<file path="src/apf_pkg.sv">
// constants and types for the amplifier protection and fault controller
// Notes on behaviour
// [RL1] both status outputs are active low open drain, for a system controller
// [RL2] any fault that shuts the output stage pulls shutdown alert low
// [RL3] thermal warning pulls its output low above warning level, fault or not
// [RL4] while reset is low the shutdown alert is released high; code keeps it low while the short check runs
// [RL5] a shutdown fault makes affected outputs hi-z at once and asserts alert
// [RL6] faults other than overload and thermal shutdown clear themselves
// [RL7] bootstrap undervoltage turns off only its half bridge, no latch, no alert
// [RL8] bridged: A/B pair and C/D pair shut together; parallel: all four
// [RL9] overcurrent on every switch gives cycle limiting or latched shutdown
// [RL10] cycle limiting flips the half bridge until the next pwm frame
// [RL11] overload counter up per event, down per clean cycle; max latches hi-z
// [RL12] latched mode shuts the output on the first overcurrent event
// [RL13] trip select: four limiting, four latched levels; others give minimum
// [RL14] bridged dc unbalance counts overload up to max then shuts channel; not counted with latched trip codes 4..7
// [RL15] output short check runs only at startup after supply application
// [RL16] a found short holds all half bridges hi-z until removed, then goes on
// [RL17] short check tests ground first then supply, bounded duration
// [RL18] during short check alert low, reset ignored; later reset never reruns it
// [RL19] short check runs in bridged and parallel modes, skipped single ended
// [RL20] over shutdown temperature: all hi-z, alert low, latched until reset
// [RL21] logic or gate supply undervoltage: all hi-z, alert low, self clearing
// [RL22] power on clear resets overload latch and counters before operation
// [RL23] a rising edge of reset restarts after a latched overload fault
// [RL24] controller keeps alert low at least 4 ms before releasing reset
// [RL25] output mode and trip select are sampled while reset is low
package apf_pkg;

  // ***************************************************************
  // output configuration and trip select
  // ***************************************************************
  localparam logic [1:0] APF_MODE_BRIDGED = 2'h0;
  localparam logic [1:0] APF_MODE_PARALLEL = 2'h1;
  localparam logic [1:0] APF_MODE_SINGLE = 2'h2;
  // trip select codes 0..3 limiting, 4..7 latched; step index is low bits
  localparam logic [3:0] APF_TRIP_LATCH_LO = 4'h4;
  localparam logic [3:0] APF_TRIP_LAST = 4'h7;
  localparam logic [1:0] APF_STEP_MIN = 2'h3;

  // ***************************************************************
  // overload counter
  // ***************************************************************
  localparam int APF_OLC_W = 6;
  localparam logic [APF_OLC_W-1:0] APF_OLC_MAX = 6'h3F;
  localparam logic [APF_OLC_W-1:0] APF_OLC_ONE = 6'h01;
  localparam logic [APF_OLC_W-1:0] APF_OLC_ZERO = 6'h00;

  // ***************************************************************
  // timing at 25 MHz
  // ***************************************************************
  localparam int APF_CLK_HZ = 25000000;
  localparam int APF_STEP_US = 1000;
  localparam int APF_STEP_CYC = APF_CLK_HZ / 1000000 * APF_STEP_US;
  localparam int APF_TMR_W = 16;

  typedef enum logic [2:0] {
    APF_SC_IDLE = 3'b000,
    APF_SC_GND = 3'b001,
    APF_SC_SUP = 3'b010,
    APF_SC_DONE = 3'b011
  } apf_sc_e;

endpackage

</file>
<file path="src/apf_half_bridge.sv">
// per half bridge overcurrent limiting and overload counting
`timescale 1ns/1ns
`default_nettype none
module apf_half_bridge
  import apf_pkg::*;
(
  // clock and clear
  input wire logic mclk,
  input wire logic clr,
  // frame and events
  input wire logic frame_start,
  input wire logic oc_event,
  input wire logic dc_event,
  input wire logic latched_mode,
  input wire logic dc_enable,
  // results
  output logic flip,
  output logic ovl_latched
);

  logic [APF_OLC_W-1:0] cnt_reg;
  logic hit_reg;

  // flip state until next frame; latched mode does not flip
  always_ff @(posedge mclk) begin
    if (clr || frame_start) begin
      flip <= 1'b0; // see [RL10]
    end else if (oc_event && !latched_mode) begin
      flip <= 1'b1; // see [RL10]
    end
  end

  // remembers an event in the current frame
  always_ff @(posedge mclk) begin
    if (clr || frame_start) begin
      hit_reg <= 1'b0;
    end else if (oc_event || (dc_event && dc_enable)) begin
      hit_reg <= 1'b1;
    end
  end

  // counter steps up on each cycle an event is present outside latched mode, down once per clean frame
  always_ff @(posedge mclk) begin
    if (clr) begin
      cnt_reg <= APF_OLC_ZERO; // see [RL22]
    end else if ((oc_event || (dc_event && dc_enable)) && !latched_mode &&
                 cnt_reg != APF_OLC_MAX) begin
      cnt_reg <= cnt_reg + APF_OLC_ONE; // see [RL11] see [RL14]
    end else if (frame_start && !hit_reg && cnt_reg != APF_OLC_ZERO) begin
      cnt_reg <= cnt_reg - APF_OLC_ONE; // see [RL11]
    end
  end

  // overload latch held until reset cycle
  always_ff @(posedge mclk) begin
    if (clr) begin
      ovl_latched <= 1'b0; // see [RL22] see [RL23]
    end else if (oc_event && latched_mode) begin
      ovl_latched <= 1'b1; // see [RL12]
    end else if (cnt_reg == APF_OLC_MAX) begin
      ovl_latched <= 1'b1; // see [RL11] see [RL14]
    end
  end

endmodule
`default_nettype wire

</file>
<file path="src/apf_top.sv">
// protection and fault control for a four half bridge amplifier stage
`timescale 1ns/1ns
`default_nettype none
module apf_top
  import apf_pkg::*;
(
  // clock and reset
  input wire logic mclk,
  input wire logic srst,
  // controller reset pin, active low
  input wire logic dev_reset_n,
  // static configuration
  input wire logic [1:0] output_mode,
  input wire logic [3:0] current_trip_select,
  // pwm frame reference
  input wire logic frame_start,
  // comparator inputs, one bit per half bridge a..d, dc unbalance one bit per bridged pair
  input wire logic [3:0] oc_hi,
  input wire logic [3:0] oc_lo,
  input wire logic [1:0] dc_unbalance,
  input wire logic [3:0] boot_undervolt,
  // supply and thermal monitors
  input wire logic supply_undervolt,
  input wire logic gate_drive_supply_uv,
  input wire logic thermal_warning,
  input wire logic thermal_shutdown,
  // short check comparators
  input wire logic short_to_gnd,
  input wire logic short_to_supply,
  // shutdown alert, open drain
  output logic fault_n_o,
  output logic fault_n_oe,
  // thermal warning, open drain
  output logic thermal_warn_n_o,
  output logic thermal_warn_n_oe,
  // power stage control
  output logic [3:0] hb_hiz,
  output logic [3:0] hb_flip,
  output logic [3:0] hb_high_off,
  // status
  output logic [1:0] trip_step,
  output logic short_check_busy
);

  // ***************************************************************
  // synchronisers for all pins
  // ***************************************************************
  localparam int SW = 24;
  logic [SW-1:0] s1_reg;
  logic [SW-1:0] s2_reg;
  logic [SW-1:0] pins;
  assign pins = {dev_reset_n, output_mode, current_trip_select, frame_start,
                 oc_hi, oc_lo, dc_unbalance, boot_undervolt,
                 supply_undervolt, gate_drive_supply_uv};
  always_ff @(posedge mclk) begin
    s1_reg <= pins;
    s2_reg <= s1_reg;
  end

  logic rst_n_s;
  logic [1:0] mode_s;
  logic [3:0] trip_s;
  logic frame_s;
  logic [3:0] oc_s;
  logic [1:0] dc_s;
  logic [3:0] bst_s;
  logic uv_s;
  assign rst_n_s = s2_reg[23];
  assign mode_s = s2_reg[22:21];
  assign trip_s = s2_reg[20:17];
  assign frame_s = s2_reg[16];
  assign oc_s = s2_reg[15:12] | s2_reg[11:8]; // see [RL9]
  assign dc_s = s2_reg[7:6];
  assign bst_s = s2_reg[5:2];
  assign uv_s = s2_reg[1] | s2_reg[0];

  // thermal and short pins take their own two stages
  logic [3:0] t1_reg;
  logic [3:0] t2_reg;
  always_ff @(posedge mclk) begin
    t1_reg <= {thermal_warning, thermal_shutdown, short_to_gnd,
               short_to_supply};
    t2_reg <= t1_reg;
  end
  logic warn_s;
  logic ote_s;
  logic sgnd_s;
  logic ssup_s;
  assign warn_s = t2_reg[3];
  assign ote_s = t2_reg[2];
  assign sgnd_s = t2_reg[1];
  assign ssup_s = t2_reg[0];
  // bootstrap lines stay per half bridge, apart from the global supply bits
  logic [3:0] bst_only;
  assign bst_only = bst_s;

  // ***************************************************************
  // reset edge and configuration capture
  // ***************************************************************
  logic rst_n_d_reg;
  logic sc_active;
  logic rst_rise;
  always_ff @(posedge mclk) begin
    if (srst) begin
      rst_n_d_reg <= 1'b0;
    end else begin
      rst_n_d_reg <= rst_n_s;
    end
  end
  // reset pin ignored while short check runs
  assign rst_rise = rst_n_s && !rst_n_d_reg && !sc_active; // see [RL18]

  logic [1:0] mode_reg;
  logic [3:0] trip_reg;
  always_ff @(posedge mclk) begin
    if (srst) begin
      mode_reg <= APF_MODE_BRIDGED;
      trip_reg <= 4'h0;
    end else if (!rst_n_s) begin
      mode_reg <= mode_s; // see [RL25]
      trip_reg <= trip_s; // see [RL25]
    end
  end

  // ***************************************************************
  // trip decode
  // ***************************************************************
  logic latched_mode;
  logic [1:0] step_next;
  always_comb begin
    latched_mode = trip_reg >= APF_TRIP_LATCH_LO;
    step_next = trip_reg[1:0];
    if (trip_reg > APF_TRIP_LAST) begin
      // out of range codes give minimum threshold in limiting mode
      latched_mode = 1'b0;
      step_next = APF_STEP_MIN; // see [RL13]
    end
  end
  always_ff @(posedge mclk) begin
    if (srst) begin
      trip_step <= APF_STEP_MIN;
    end else begin
      trip_step <= step_next; // see [RL13]
    end
  end

  // ***************************************************************
  // output short check sequencer, startup only
  // ***************************************************************
  apf_sc_e sc_reg;
  logic [APF_TMR_W-1:0] tmr_reg;
  logic tmr_done;
  assign tmr_done = tmr_reg == APF_TMR_W'(APF_STEP_CYC - 1);
  assign sc_active = (sc_reg == APF_SC_GND) || (sc_reg == APF_SC_SUP);

  // srst stands for supply application; the device reset pin never reruns
  always_ff @(posedge mclk) begin
    if (srst) begin
      sc_reg <= APF_SC_IDLE; // see [RL15]
    end else begin
      case (sc_reg)
        APF_SC_IDLE: begin
          if (mode_s == APF_MODE_SINGLE) begin
            sc_reg <= APF_SC_DONE; // see [RL19]
          end else begin
            sc_reg <= APF_SC_GND;
          end
        end
        APF_SC_GND: begin
          if (tmr_done && !sgnd_s) begin
            sc_reg <= APF_SC_SUP; // see [RL17]
          end
        end
        APF_SC_SUP: begin
          if (sgnd_s) begin
            sc_reg <= APF_SC_GND; // see [RL16]
          end else if (tmr_done && !ssup_s) begin
            sc_reg <= APF_SC_DONE; // see [RL17]
          end
        end
        APF_SC_DONE: begin
          sc_reg <= APF_SC_DONE; // see [RL18]
        end
        default: begin
          sc_reg <= APF_SC_IDLE;
        end
      endcase
    end
  end

  // step timer restarts while a short is seen, holding hi-z
  always_ff @(posedge mclk) begin
    if (srst || !sc_active || tmr_done) begin
      tmr_reg <= '0;
    end else if ((sc_reg == APF_SC_GND && sgnd_s) ||
                 (sc_reg == APF_SC_SUP && ssup_s)) begin
      tmr_reg <= '0; // see [RL16]
    end else begin
      tmr_reg <= tmr_reg + 1'b1;
    end
  end

  always_ff @(posedge mclk) begin
    if (srst) begin
      short_check_busy <= 1'b0;
    end else begin
      short_check_busy <= sc_active;
    end
  end

  // ***************************************************************
  // per half bridge overcurrent and overload
  // ***************************************************************
  logic clr_ovl;
  logic [3:0] flip_w;
  logic [3:0] ovl_w;
  logic dc_en;
  // power on clear and reset edge clear the overload state
  assign clr_ovl = srst || rst_rise; // see [RL22] see [RL23]
  assign dc_en = mode_reg == APF_MODE_BRIDGED; // see [RL14]

  genvar g;
  generate
    for (g = 0; g < 4; g++) begin : g_hb
      apf_half_bridge u_hb (
        .mclk(mclk),
        .clr(clr_ovl),
        .frame_start(frame_s),
        .oc_event(oc_s[g] && sc_reg == APF_SC_DONE),
        .dc_event(dc_s[g/2]),
        .latched_mode(latched_mode),
        .dc_enable(dc_en),
        .flip(flip_w[g]),
        .ovl_latched(ovl_w[g])
      );
    end
  endgenerate

  // ***************************************************************
  // thermal shutdown latch
  // ***************************************************************
  logic ote_reg;
  always_ff @(posedge mclk) begin
    if (srst || !rst_n_s) begin
      ote_reg <= 1'b0; // see [RL20]
    end else if (ote_s) begin
      ote_reg <= 1'b1; // see [RL20]
    end
  end

  // ***************************************************************
  // shutdown scope and outputs
  // ***************************************************************
  logic [3:0] scope;
  logic global_off;
  logic any_fault;
  always_comb begin
    case (mode_reg)
      APF_MODE_PARALLEL: begin
        scope = {4{|ovl_w}}; // see [RL8]
      end
      APF_MODE_BRIDGED: begin
        scope = {{2{|ovl_w[3:2]}}, {2{|ovl_w[1:0]}}}; // see [RL8]
      end
      default: begin
        scope = ovl_w;
      end
    endcase
  end
  // supply undervolt and thermal latch are global and self clear / latch
  assign global_off = uv_s || ote_reg || sc_active ||
                      sc_reg == APF_SC_IDLE; // see [RL21] see [RL6]
  assign any_fault = uv_s || ote_reg || (|ovl_w) || sc_active;

  always_ff @(posedge mclk) begin
    if (srst) begin
      hb_hiz <= 4'hF;
      hb_flip <= 4'h0;
      hb_high_off <= 4'h0;
    end else begin
      hb_hiz <= global_off ? 4'hF : scope; // see [RL5]
      hb_flip <= flip_w; // see [RL10]
      hb_high_off <= bst_only; // see [RL7]
    end
  end

  // alert: reset pin releases it, except while the check runs
  always_ff @(posedge mclk) begin
    if (srst) begin
      fault_n_o <= 1'b0;
      fault_n_oe <= 1'b0;
    end else begin
      fault_n_o <= 1'b0; // see [RL1]
      if (sc_active) begin
        fault_n_oe <= 1'b1; // see [RL18]
      end else if (!rst_n_s) begin
        fault_n_oe <= 1'b0; // see [RL4]
      end else begin
        fault_n_oe <= any_fault; // see [RL2] see [RL5]
      end
    end
  end

  always_ff @(posedge mclk) begin
    if (srst) begin
      thermal_warn_n_o <= 1'b0;
      thermal_warn_n_oe <= 1'b0;
    end else begin
      thermal_warn_n_o <= 1'b0; // see [RL1]
      thermal_warn_n_oe <= warn_s; // see [RL3]
    end
  end

endmodule
`default_nettype wire

</file>
<file path="config.mk">
export PLATFORM = sky130hd
export DESIGN_NAME = apf_top
export DESIGN_NICKNAME = d
export VERILOG_FILES = /design/src/apf_pkg.sv /design/src/apf_half_bridge.sv /design/src/apf_top.sv
export SDC_FILE = /design/constraint.sdc
export NUM_CORES = 1
export LEC_CHECK = 0
export ABC_CLOCK_PERIOD_IN_PS = 3400
export CORE_UTILIZATION = 23
export CTS_CLUSTER_DIAMETER = 50
export DETAILED_ROUTE_END_ITERATION = 7
export DONT_BUFFER_PORTS = 1
export PLACE_DENSITY = 0.44
export SLEW_MARGIN = 10
export SYNTH_ARGS = -nofsm -noshare
export SYNTH_HDL_FRONTEND = slang
export SYNTH_SLANG_ARGS = --single-unit
</file>
<file path="constraint.sdc">
create_clock -name mclk -period 3.4 [get_ports mclk]
set_clock_uncertainty 0.05 [all_clocks]
set_input_delay 0.34 -clock mclk [delete_from_list [all_inputs] [get_ports mclk]]
set_output_delay 0.34 -clock mclk [all_outputs]
set_load 0.03 [all_outputs]
</file>
==> results.tsv, run 1 <==
metric	value	unit
power_switching	0.00170	W
path_class	flip-flop to flip-flop	
cp-end-kind	flip-flop	
ir_worst_vdd	0.432	mV
power_frac_comb	26.5	%
die_w	148	microns
clkPwrFrac	36.0	%
grt_pass1_vias	3333	
drtPass1Iterations	4	
htree_levels	4	
switching_share	30.7	%
reg2reg_depth	11	
maxSlewViolCount	0	
top_level_ports	49	
min-delay-start	srst	
drv_cap	0	
clk_latency	0.42	ns
yosysSeqAreaShare	55.3	%
min_delay_worst_endpoint	sc_reg[1]	
period_share	90.8	%
clk_pin_slew	0.06	ns
fillers	2178	
yosys-top-cells-count	135 x dfxtp_1, 74 x nor2_1, 24 x a21oi_1, 24 x xnor2_1, 23 x nand2_1	
cts_buffer_depth	2	
synth_top_area_share	55.3	%
dieArea	21800	sq um
grt_remaining_overflow	0	
worstReg2RegStart	sc_reg[0]	
rrSetupSlack	0.31	ns
power_density	897	nW/um^2
synth.avg_cell_area	10.3	sq um
timing.fmax	324	MHz
yosysWarnings	0	
ys_seq_elements	135	
hold_viol	0	
setup_viol	0	
area_delta_synth_final	25.8	%
drc_errors	0	
die-height	148	microns
status	completed	
synthFlopType	dfxtp_1	
leakage	2.43	nW
cp-start-kind	flip-flop	
root_buffer	clkbuf_16	
reg2reg_to	g_hb[3].u_hb.cnt_reg[5]	
wirelength	9730	microns
hp-class	input port to flip-flop	
critPathRequiredTime	3.66	ns
cts_buffers	17	
cp_max_fo	5	
grt_pass1_wl	16100	microns
synth_edf_count	0	
core-area	20600	sq um
antenna_found_initial	0	
synth.cell_area	4890	sq um
intPower	0.00383	W
final_nets	568	
post_drt_wl_per_cell	12.2	microns
synth_most_common_cell	dfxtp_1	
antennaDiodeCount	0	
synthArstFlopShare	0	%
p_seq_share	37.6	%
synth_cell_types	39	
finalSetupTns	0	ns
ant_nets	0	
std_cell_rows	52	
post-dp-hpwl	6710	microns
post_drt_via_cell_ratio	4.18	
worst_pin_slew	0.814	ns
drive_above_1_share	9.52	%
hold_depth	2	
worstPathArrival	3.35	ns
initialDrtViolationCount	91	
hold_slack	0.0317	ns
post-route-min-period	3.09	ns
cts_sinks	135	
fin_util	29.9	%
globalRouteTotalUtil	9.56	%
slew_headroom	45.6	%
port-buffer-count	0	
yosys.area.top_type	dfxtp_1	
start_util	23.8	%
syn_inst	474	
cts_setup_buffers	0	
cts_tree	yes	
synth.area.top_cells	dfxtp_1 55%, nor2_1 5.7%, ha_1 5.6%	
vias	3324	
place.gp.congestion	0.779	
grt_max_degree	20	
-- worst max-delay path by stage --
stage | start | cells after the start | endpoint
finish | sc_reg[0] | 11 | g_hb[3].u_hb.cnt_reg[5]
global route | sc_reg[0] | 11 | g_hb[1].u_hb.cnt_reg[5]
CTS | sc_reg[0] | 11 | g_hb[2].u_hb.cnt_reg[5]
detailed placement | sc_reg[0] | 11 | g_hb[2].u_hb.cnt_reg[5]
global placement | sc_reg[0] | 11 | g_hb[2].u_hb.cnt_reg[5]
floorplan | sc_reg[0] | 11 | g_hb[0].u_hb.cnt_reg[5]
-- timing repair --
item | CTS | global route
hold buffers | 29 | 0
resized for setup | 0 | 3
endpoints found under the hold margin | 47 | 0
endpoints found under the setup margin | 0 | 3
-- cells in the final DEF (no fill, tap or decap), drive strengths merged, types with 9 or more instances in the layout --
master / count
nor2b: 12
dlygate4sd3: 29
o21ai: 16
ha: 22
nand2: 23
clkbuf: 22
inv: 14
mux2i: 18
a211oi: 12
a21o: 9
nor2: 74
xnor2: 24
xor2: 9
a31o: 9
dfxtp: 135
a21oi: 24
-- kinds of logic after synthesis --
kind of cell | count (synthesis) | synth area share [%]
AND/OR/NAND/NOR | 147 | 13.8
flip-flops | 135 | 55.3
AO/OA/AOI/OAI | 85 | 11.5
XOR/XNOR | 33 | 5.91
buffers and inverters | 29 | 2.41
adder cells (fa/ha/maj) | 26 | 7.27
multiplexers | 18 | 3.68
other | 1 | 0.0767
-- critical path: stages, from the launching register on --
cell,delay (ns)
dfxtp_1,0.40
ha_1,0.31
o21ai_0,0.27
a211oi_2,0.36
inv_1,0.19
ha_1,0.34
a211oi_1,0.25
o21bai_1,0.12
a21oi_1,0.18
xor2_1,0.20
a21oi_1,0.09
a31o_2,0.21
-- power by group through the flow --
stage               registers, W  logic, W  clock network (W)
finish                   0.00208   0.00146            0.00199
global route             0.00211   0.00167            0.00211
CTS                      0.00208   0.00147            0.00204
detailed placement       0.00211   0.00143                  0
global placement         0.00210   0.00140                  0
floorplan                0.00204   0.00122                  0
-- layer usage --
metal	up-vias	share of wire [%]	global-route usage, %
met5	-	0	0
met4	0	2.5	5.52
met3	18	3.0	2.59
met2	53	47	15.4
met1	1554	47	11.4
li1	1699	-	-
-- per-stage QoR --
| step | setup slack (ns) | area [sq um] | total power, W | cells |
|---|---|---|---|---|
| 3_5_place_dp | 0.230 | 5200 | 0.00354 | 734 |
| 3_3_place_gp | 0.343 | 5200 | 0.00350 | 734 |
| 2_1_floorplan | 0.678 | 4890 | 0.00326 | 475 |
| 4_1_cts | 0.216 | 6140 | 0.00558 | 795 |
| 5_1_grt | -0.00498 | 6150 | 0.00589 | 795 |
| 6_report | 0.313 | 6150 | 0.00552 | 795 |
-- area by class of cell --
class	instances	area (sq um)	area share, %
Clock inverter	10	168	2.72
Clock buffer	22	484	7.87
Inverter	14	52.6	0.854
Sequential cell	135	2700	43.9
Multi-Input combinational cell	311	2090	33.9
Tap cell	270	338	5.49
Timing Repair Buffer	33	320	5.21
(Power assumes the default switching activity.)
==> run 2, diff against run 1 <==
- CORE_ASPECT_RATIO: unset -> 0.75
==> results.tsv, run 2 (synthesis gave the netlist of run 1 again) <==
metric	value	unit	change
grt_pass1_vias	3224		was 3333
path_buf_inv	1		unchanged
worstPathCellList	ha_1, o21ai_0, a211oi_1, inv_1, ha_1, a211oi_1, o21bai_1, a21oi_1, xor2_1, a21oi_1, a31o_2		was ha_1, o21ai_0, a211oi_2, inv_1, ha_1, a211oi_1, o21bai_1, a21oi_1, xor2_1, a21oi_1, a31o_2
die_w	170	microns	was 148 microns
maxSlewViolCount	0		unchanged
critPathRequiredTime	3.65	ns	was 3.66 ns
finalSetupTns	0	ns	unchanged
clk_pin_slew	0.06	ns	about the same
leakage	2.41	nW	was 2.43 nW
cpLargestDelayFamily	compound AO/OA/AOI/OAI gates		unchanged
port-buffer-count	0		unchanged
grt_max_degree	34		was 20
root_buffer	clkbuf_16		unchanged
critical_path.slowest_cell	dfxtp_1		unchanged
core-area	20600	sq um	about the same
cts_buffers	17		unchanged
start_util	23.8	%	about the same
post-dp-hpwl	6770	microns	was 6710 microns
period_share	89.3	%	was 90.8%
drv_cap	0		unchanged
vias	3293		was 3324
place.gp.congestion	0.727		was 0.779
reg2reg_to	g_hb[0].u_hb.cnt_reg[5]		was g_hb[3].u_hb.cnt_reg[5]
ir_worst_vdd	0.432	mV	about the same
drive_above_1_share	9.35	%	was 9.52%
rrSetupSlack	0.36	ns	was 0.31 ns
slowest_delay	0.40	ns	about the same
final_common_cell	dfxtp_1		unchanged
slew_headroom	47.3	%	was 45.6%
grt_remaining_overflow	0		unchanged
path_class	flip-flop to flip-flop		unchanged
hold_depth	2		unchanged
reg2reg_depth	11		unchanged
area_delta_synth_final	24.7	%	was 25.8%
hp-class	input port to flip-flop		unchanged
worstPathArrival	3.29	ns	was 3.35 ns
die-height	128	microns	was 148 microns
cts_sinks	135		unchanged
cts_setup_buffers	0		unchanged
timing.fmax	329	MHz	was 324 MHz
htree_levels	4		unchanged
most-common-layout-cells	135 x dfxtp_1, 74 x nor2_1, 29 x dlygate4sd3_1		unchanged
fillers	2159		was 2178
ant_nets	0		unchanged
grt_pass1_wl	16300	microns	was 16100 microns
post-route-min-period	3.04	ns	was 3.09 ns
post_drt_via_cell_ratio	4.09		was 4.18
antennaDiodeCount	0		unchanged
std_cell_rows	45		was 52
setup_viol	0		unchanged
top_level_ports	49		unchanged
power_density	871	nW/um^2	was 897 nW/um^2
drc_errors	0		unchanged
final_nets	567		was 568
cp-end-kind	flip-flop		unchanged
cp_max_fo	5		unchanged
initialDrtViolationCount	136		was 91
final_cells	806		was 795
drtPass1Iterations	4		unchanged
wirelength	9560	microns	was 9730 microns
dieArea	21900	sq um	was 21800 sq um
antenna_found_initial	0		unchanged
status	completed		unchanged
dp_cells	745		was 734
globalRouteTotalUtil	9.61	%	was 9.56%
hold_viol	0		unchanged
cp-start-kind	flip-flop		unchanged
rsz0062_at_grt	false		
min-delay-start	srst		unchanged
clk_latency	0.41	ns	was 0.42 ns
post_drt_wl_per_cell	11.9	microns	was 12.2 microns
cts_tree	yes		unchanged
min_delay_worst_endpoint	sc_reg[1]		unchanged
worst_pin_slew	0.771	ns	was 0.814 ns
worstReg2RegStart	sc_reg[0]		unchanged
cts_buffer_depth	2		unchanged
[run 2: worst max-delay path by stage]
stage	start	endpoint	cells after the start
2_1_floorplan	sc_reg[0]	g_hb[0].u_hb.cnt_reg[5]	11
4_1_cts	sc_reg[0]	g_hb[3].u_hb.cnt_reg[5]	11
3_5_place_dp	sc_reg[0]	g_hb[3].u_hb.cnt_reg[5]	11
3_3_place_gp	sc_reg[0]	g_hb[3].u_hb.cnt_reg[5]	11
6_report	sc_reg[0]	g_hb[0].u_hb.cnt_reg[5]	11
5_1_grt	sc_reg[0]	g_hb[0].u_hb.cnt_reg[5]	11
[run 2: final cells by class]
type	instances	area (sq um)	share of cell area (%)
Sequential cell	135	2700	44.3
Multi-Input combinational cell	311	2090	34.2
Clock buffer	19	443	7.26
Tap cell	282	353	5.79
Timing Repair Buffer	32	325	5.34
Clock inverter	13	133	2.18
Inverter	14	52.6	0.862
[run 2: per-stage QoR]
stage | cell area [sq um] | hold WS, ns | worst slack (ns) | util, % | power (W)
3_5_place_dp | 5220 | 0.263 | 0.258 | 25.4 | 0.00355
5_1_grt | 6100 | 0.0234 | 0.0783 | 29.7 | 0.00568
6_report | 6100 | 0.0340 | 0.362 | 29.7 | 0.00531
4_1_cts | 6080 | 0.0109 | 0.225 | 29.6 | 0.00538
3_3_place_gp | 5220 | 0.261 | 0.424 | 25.4 | 0.00352
2_1_floorplan | 4890 | 0.260 | 0.678 | - | 0.00326
[run 2: metal layers]
layer | part of all wire (%) | global-route usage [%]
met5 | 0 | 0
met4 | 1.2 | 4.13
met3 | 3.7 | 3.21
met2 | 42 | 13.5
met1 | 53 | 13.2
[run 2: power by group]
part           internal [W]  switching (W)  total (W)
combinational      0.000715       0.000747    0.00146
clock               0.00105       0.000719    0.00177
sequential          0.00181       0.000274    0.00208
[run 2: what timing repair did]
action                                  4_1_cts  5_1_grt
endpoints found under the hold margin        47        0
hold buffers                                 29        0
gates resized for setup                       0        3
endpoints found under the setup margin        0        3
[run 2: worst register-to-register path: stages, from the launching register on]
cell,delay (ns)
dfxtp_1,0.40
ha_1,0.27
o21ai_0,0.23
a211oi_1,0.39
inv_1,0.20
ha_1,0.34
a211oi_1,0.24
o21bai_1,0.11
a21oi_1,0.21
xor2_1,0.20
a21oi_1,0.09
a31o_2,0.21
==> run 3, diff against run 2 <==
- CAP_MARGIN: unset -> 30
- CORE_UTILIZATION: 23 -> 48
- CTS_BUF_LIST: unset -> sky130_fd_sc_hd__clkbuf_4
- PLACE_DENSITY: 0.44 -> 0.71
==> results.tsv, run 3 (synthesis gave the netlist of run 1 again) <==
metric	value	unit	change
status	completed		unchanged
start_util	50.0	%	was 23.8%
vias	3319		was 3293
final_nets	568		was 567
cp-end-kind	flip-flop		unchanged
fillers	841		was 2159
routed.top_layer	met4		unchanged
drc_errors	0		unchanged
worstPathArrival	3.41	ns	was 3.29 ns
leakage	2.27	nW	was 2.41 nW
cp-start-kind	flip-flop		unchanged
drv_cap	0		unchanged
antenna_found_initial	0		unchanged
grt_pass1_vias	3265		was 3224
dp_cells	596		was 745
post-dp-hpwl	6150	microns	was 6770 microns
clk_pin_slew	0.13	ns	was 0.06 ns
maxSlewViolCount	0		unchanged
post_drt_wl_per_cell	13.8	microns	was 11.9 microns
placed_cell_area	5020	sq um	was 5220 sq um
rsz0062_at_grt	false		unchanged
critical_path.slowest_cell	dfxtp_1		unchanged
port-buffer-count	0		unchanged
post-route-min-period	3.03	ns	was 3.04 ns
m1WireLength	4580	microns	was 5080 microns
top_level_ports	49		unchanged
wl_met3	487	microns	was 352 microns
ir_worst_vdd	0.433	mV	was 0.432 mV
period_share	89.0	%	was 89.3%
core-area	9770	sq um	was 20600 sq um
path_class	flip-flop to flip-flop		unchanged
htree_levels	4		unchanged
area_delta_synth_final	14.8	%	was 24.7%
finalSetupTns	0	ns	unchanged
die_w	119	microns	was 170 microns
slew_headroom	46.1	%	was 47.3%
cts_buffer_depth	2		unchanged
place.gp.congestion	0.826		was 0.727
setup_viol	0		unchanged
most-common-layout-cells	135 x dfxtp_1, 74 x nor2_1, 29 x dlygate4sd3_1		unchanged
timing.fmax	330	MHz	was 329 MHz
cts_buffers	17		unchanged
std_cell_rows	31		was 45
critPathRequiredTime	3.79	ns	was 3.65 ns
grt_remaining_overflow	0		unchanged
drive_above_1_share	9.71	%	was 9.35%
antennaDiodeCount	0		unchanged
multi_input_area	2090	sq um	unchanged
cts_setup_buffers	0		unchanged
post_drt_via_cell_ratio	5.05		was 4.09
wirelength	9070	microns	was 9560 microns
final_cells	657		was 806
cts_sinks	135		unchanged
drtPass1Iterations	4		unchanged
initialDrtViolationCount	193		was 136
hp-class	input port to flip-flop		unchanged
power_density	819	nW/um^2	was 871 nW/um^2
cp_max_fo	5		unchanged
worstPathCellList	ha_1, o21ai_0, a211oi_1, inv_1, ha_1, a211oi_1, o21bai_1, a21oi_1, xor2_1, a21oi_1, a31o_2		unchanged
seq_area	2700	sq um	unchanged
root_buffer	clkbuf_4		was clkbuf_16
hold_viol	0		unchanged
design_area	5620	sq um	was 6100 sq um
worst_pin_slew	0.788	ns	was 0.771 ns
grt_max_degree	23		was 34
dieArea	10600	sq um	was 21900 sq um
dr_wl_met2	3880	microns	was 4010 microns
final_common_cell	dfxtp_1		unchanged
slowest_delay	0.42	ns	was 0.40 ns
die-height	89.4	microns	was 128 microns
grt_pass1_wl	15400	microns	was 16300 microns
clk_latency	0.54	ns	was 0.41 ns
cts_tree	yes		unchanged
ant_nets	0		unchanged
globalRouteTotalUtil	19.2	%	was 9.61%
==> run 3: layout make-up <==
cell class / instances / share of cell area, %
inverters: 14 / 0.936
repair buffers: 33 / 5.70
well taps: 132 / 2.94
flip-flops and latches: 135 / 48.1
clock inverters: 15 / 2.83
clock buffers: 17 / 2.27
multi-input cells: 311 / 37.2
==> run 3: timing repair <==
| action | CTS | global route |
|---|---|---|
| gates resized for setup | 0 | 3 |
| endpoints found under the hold margin | 52 | 0 |
| setup endpoints to repair | 0 | 3 |
| hold buffers | 29 | 0 |
==> run 3: worst paths after layout <==
path	startpoint	endpoint	slack (ns)	cells past startpoint
worst min-delay path	srst	g_hb[0].u_hb.cnt_reg[5]	0.20	4
worst min register to register	s1_reg[2]	s2_reg[2]	0.29	0
worst max register to register	sc_reg[0]	g_hb[3].u_hb.cnt_reg[5]	0.37	11
worst max-delay path	sc_reg[0]	g_hb[3].u_hb.cnt_reg[5]	0.37	11
==> run 3: worst max-delay path, delay by kind of cell, from the launching register on <==
family	cells	cell delay, ns
DFF	1	0.42
buffers and inverters	1	0.19
xor gates and xnor gates	1	0.25
adders and majority gates	2	0.60
AOI/OAI and AO/OA	7	1.40
==> run 3: routing by layer <==
metal	track usage, %	vias to the layer above
li1	-	1710
met1	24.6	1523
met2	30.1	73
met3	6.51	13
met4	7.94	0
met5	0	-
==> run 3: power breakdown <==
| part | internal [W] | switching, W |
|---|---|---|
| sequential | 0.00180 | 0.000269 |
| combinational | 0.000714 | 0.000758 |
| clock | 0.000394 | 0.000662 |
==> run 3: stage by stage <==
stage	worst slack [ns]	total power (W)	util, %	hold slack, ns
final	0.374	0.00460	57.5	0.200
after detailed placement	0.303	0.00354	51.4	0.263
after floorplan	0.678	0.00326	-	0.260
after global routing	0.0463	0.00493	57.5	0.165
after CTS	0.263	0.00462	57.3	0.146
after global placement	0.422	0.00347	51.4	0.261
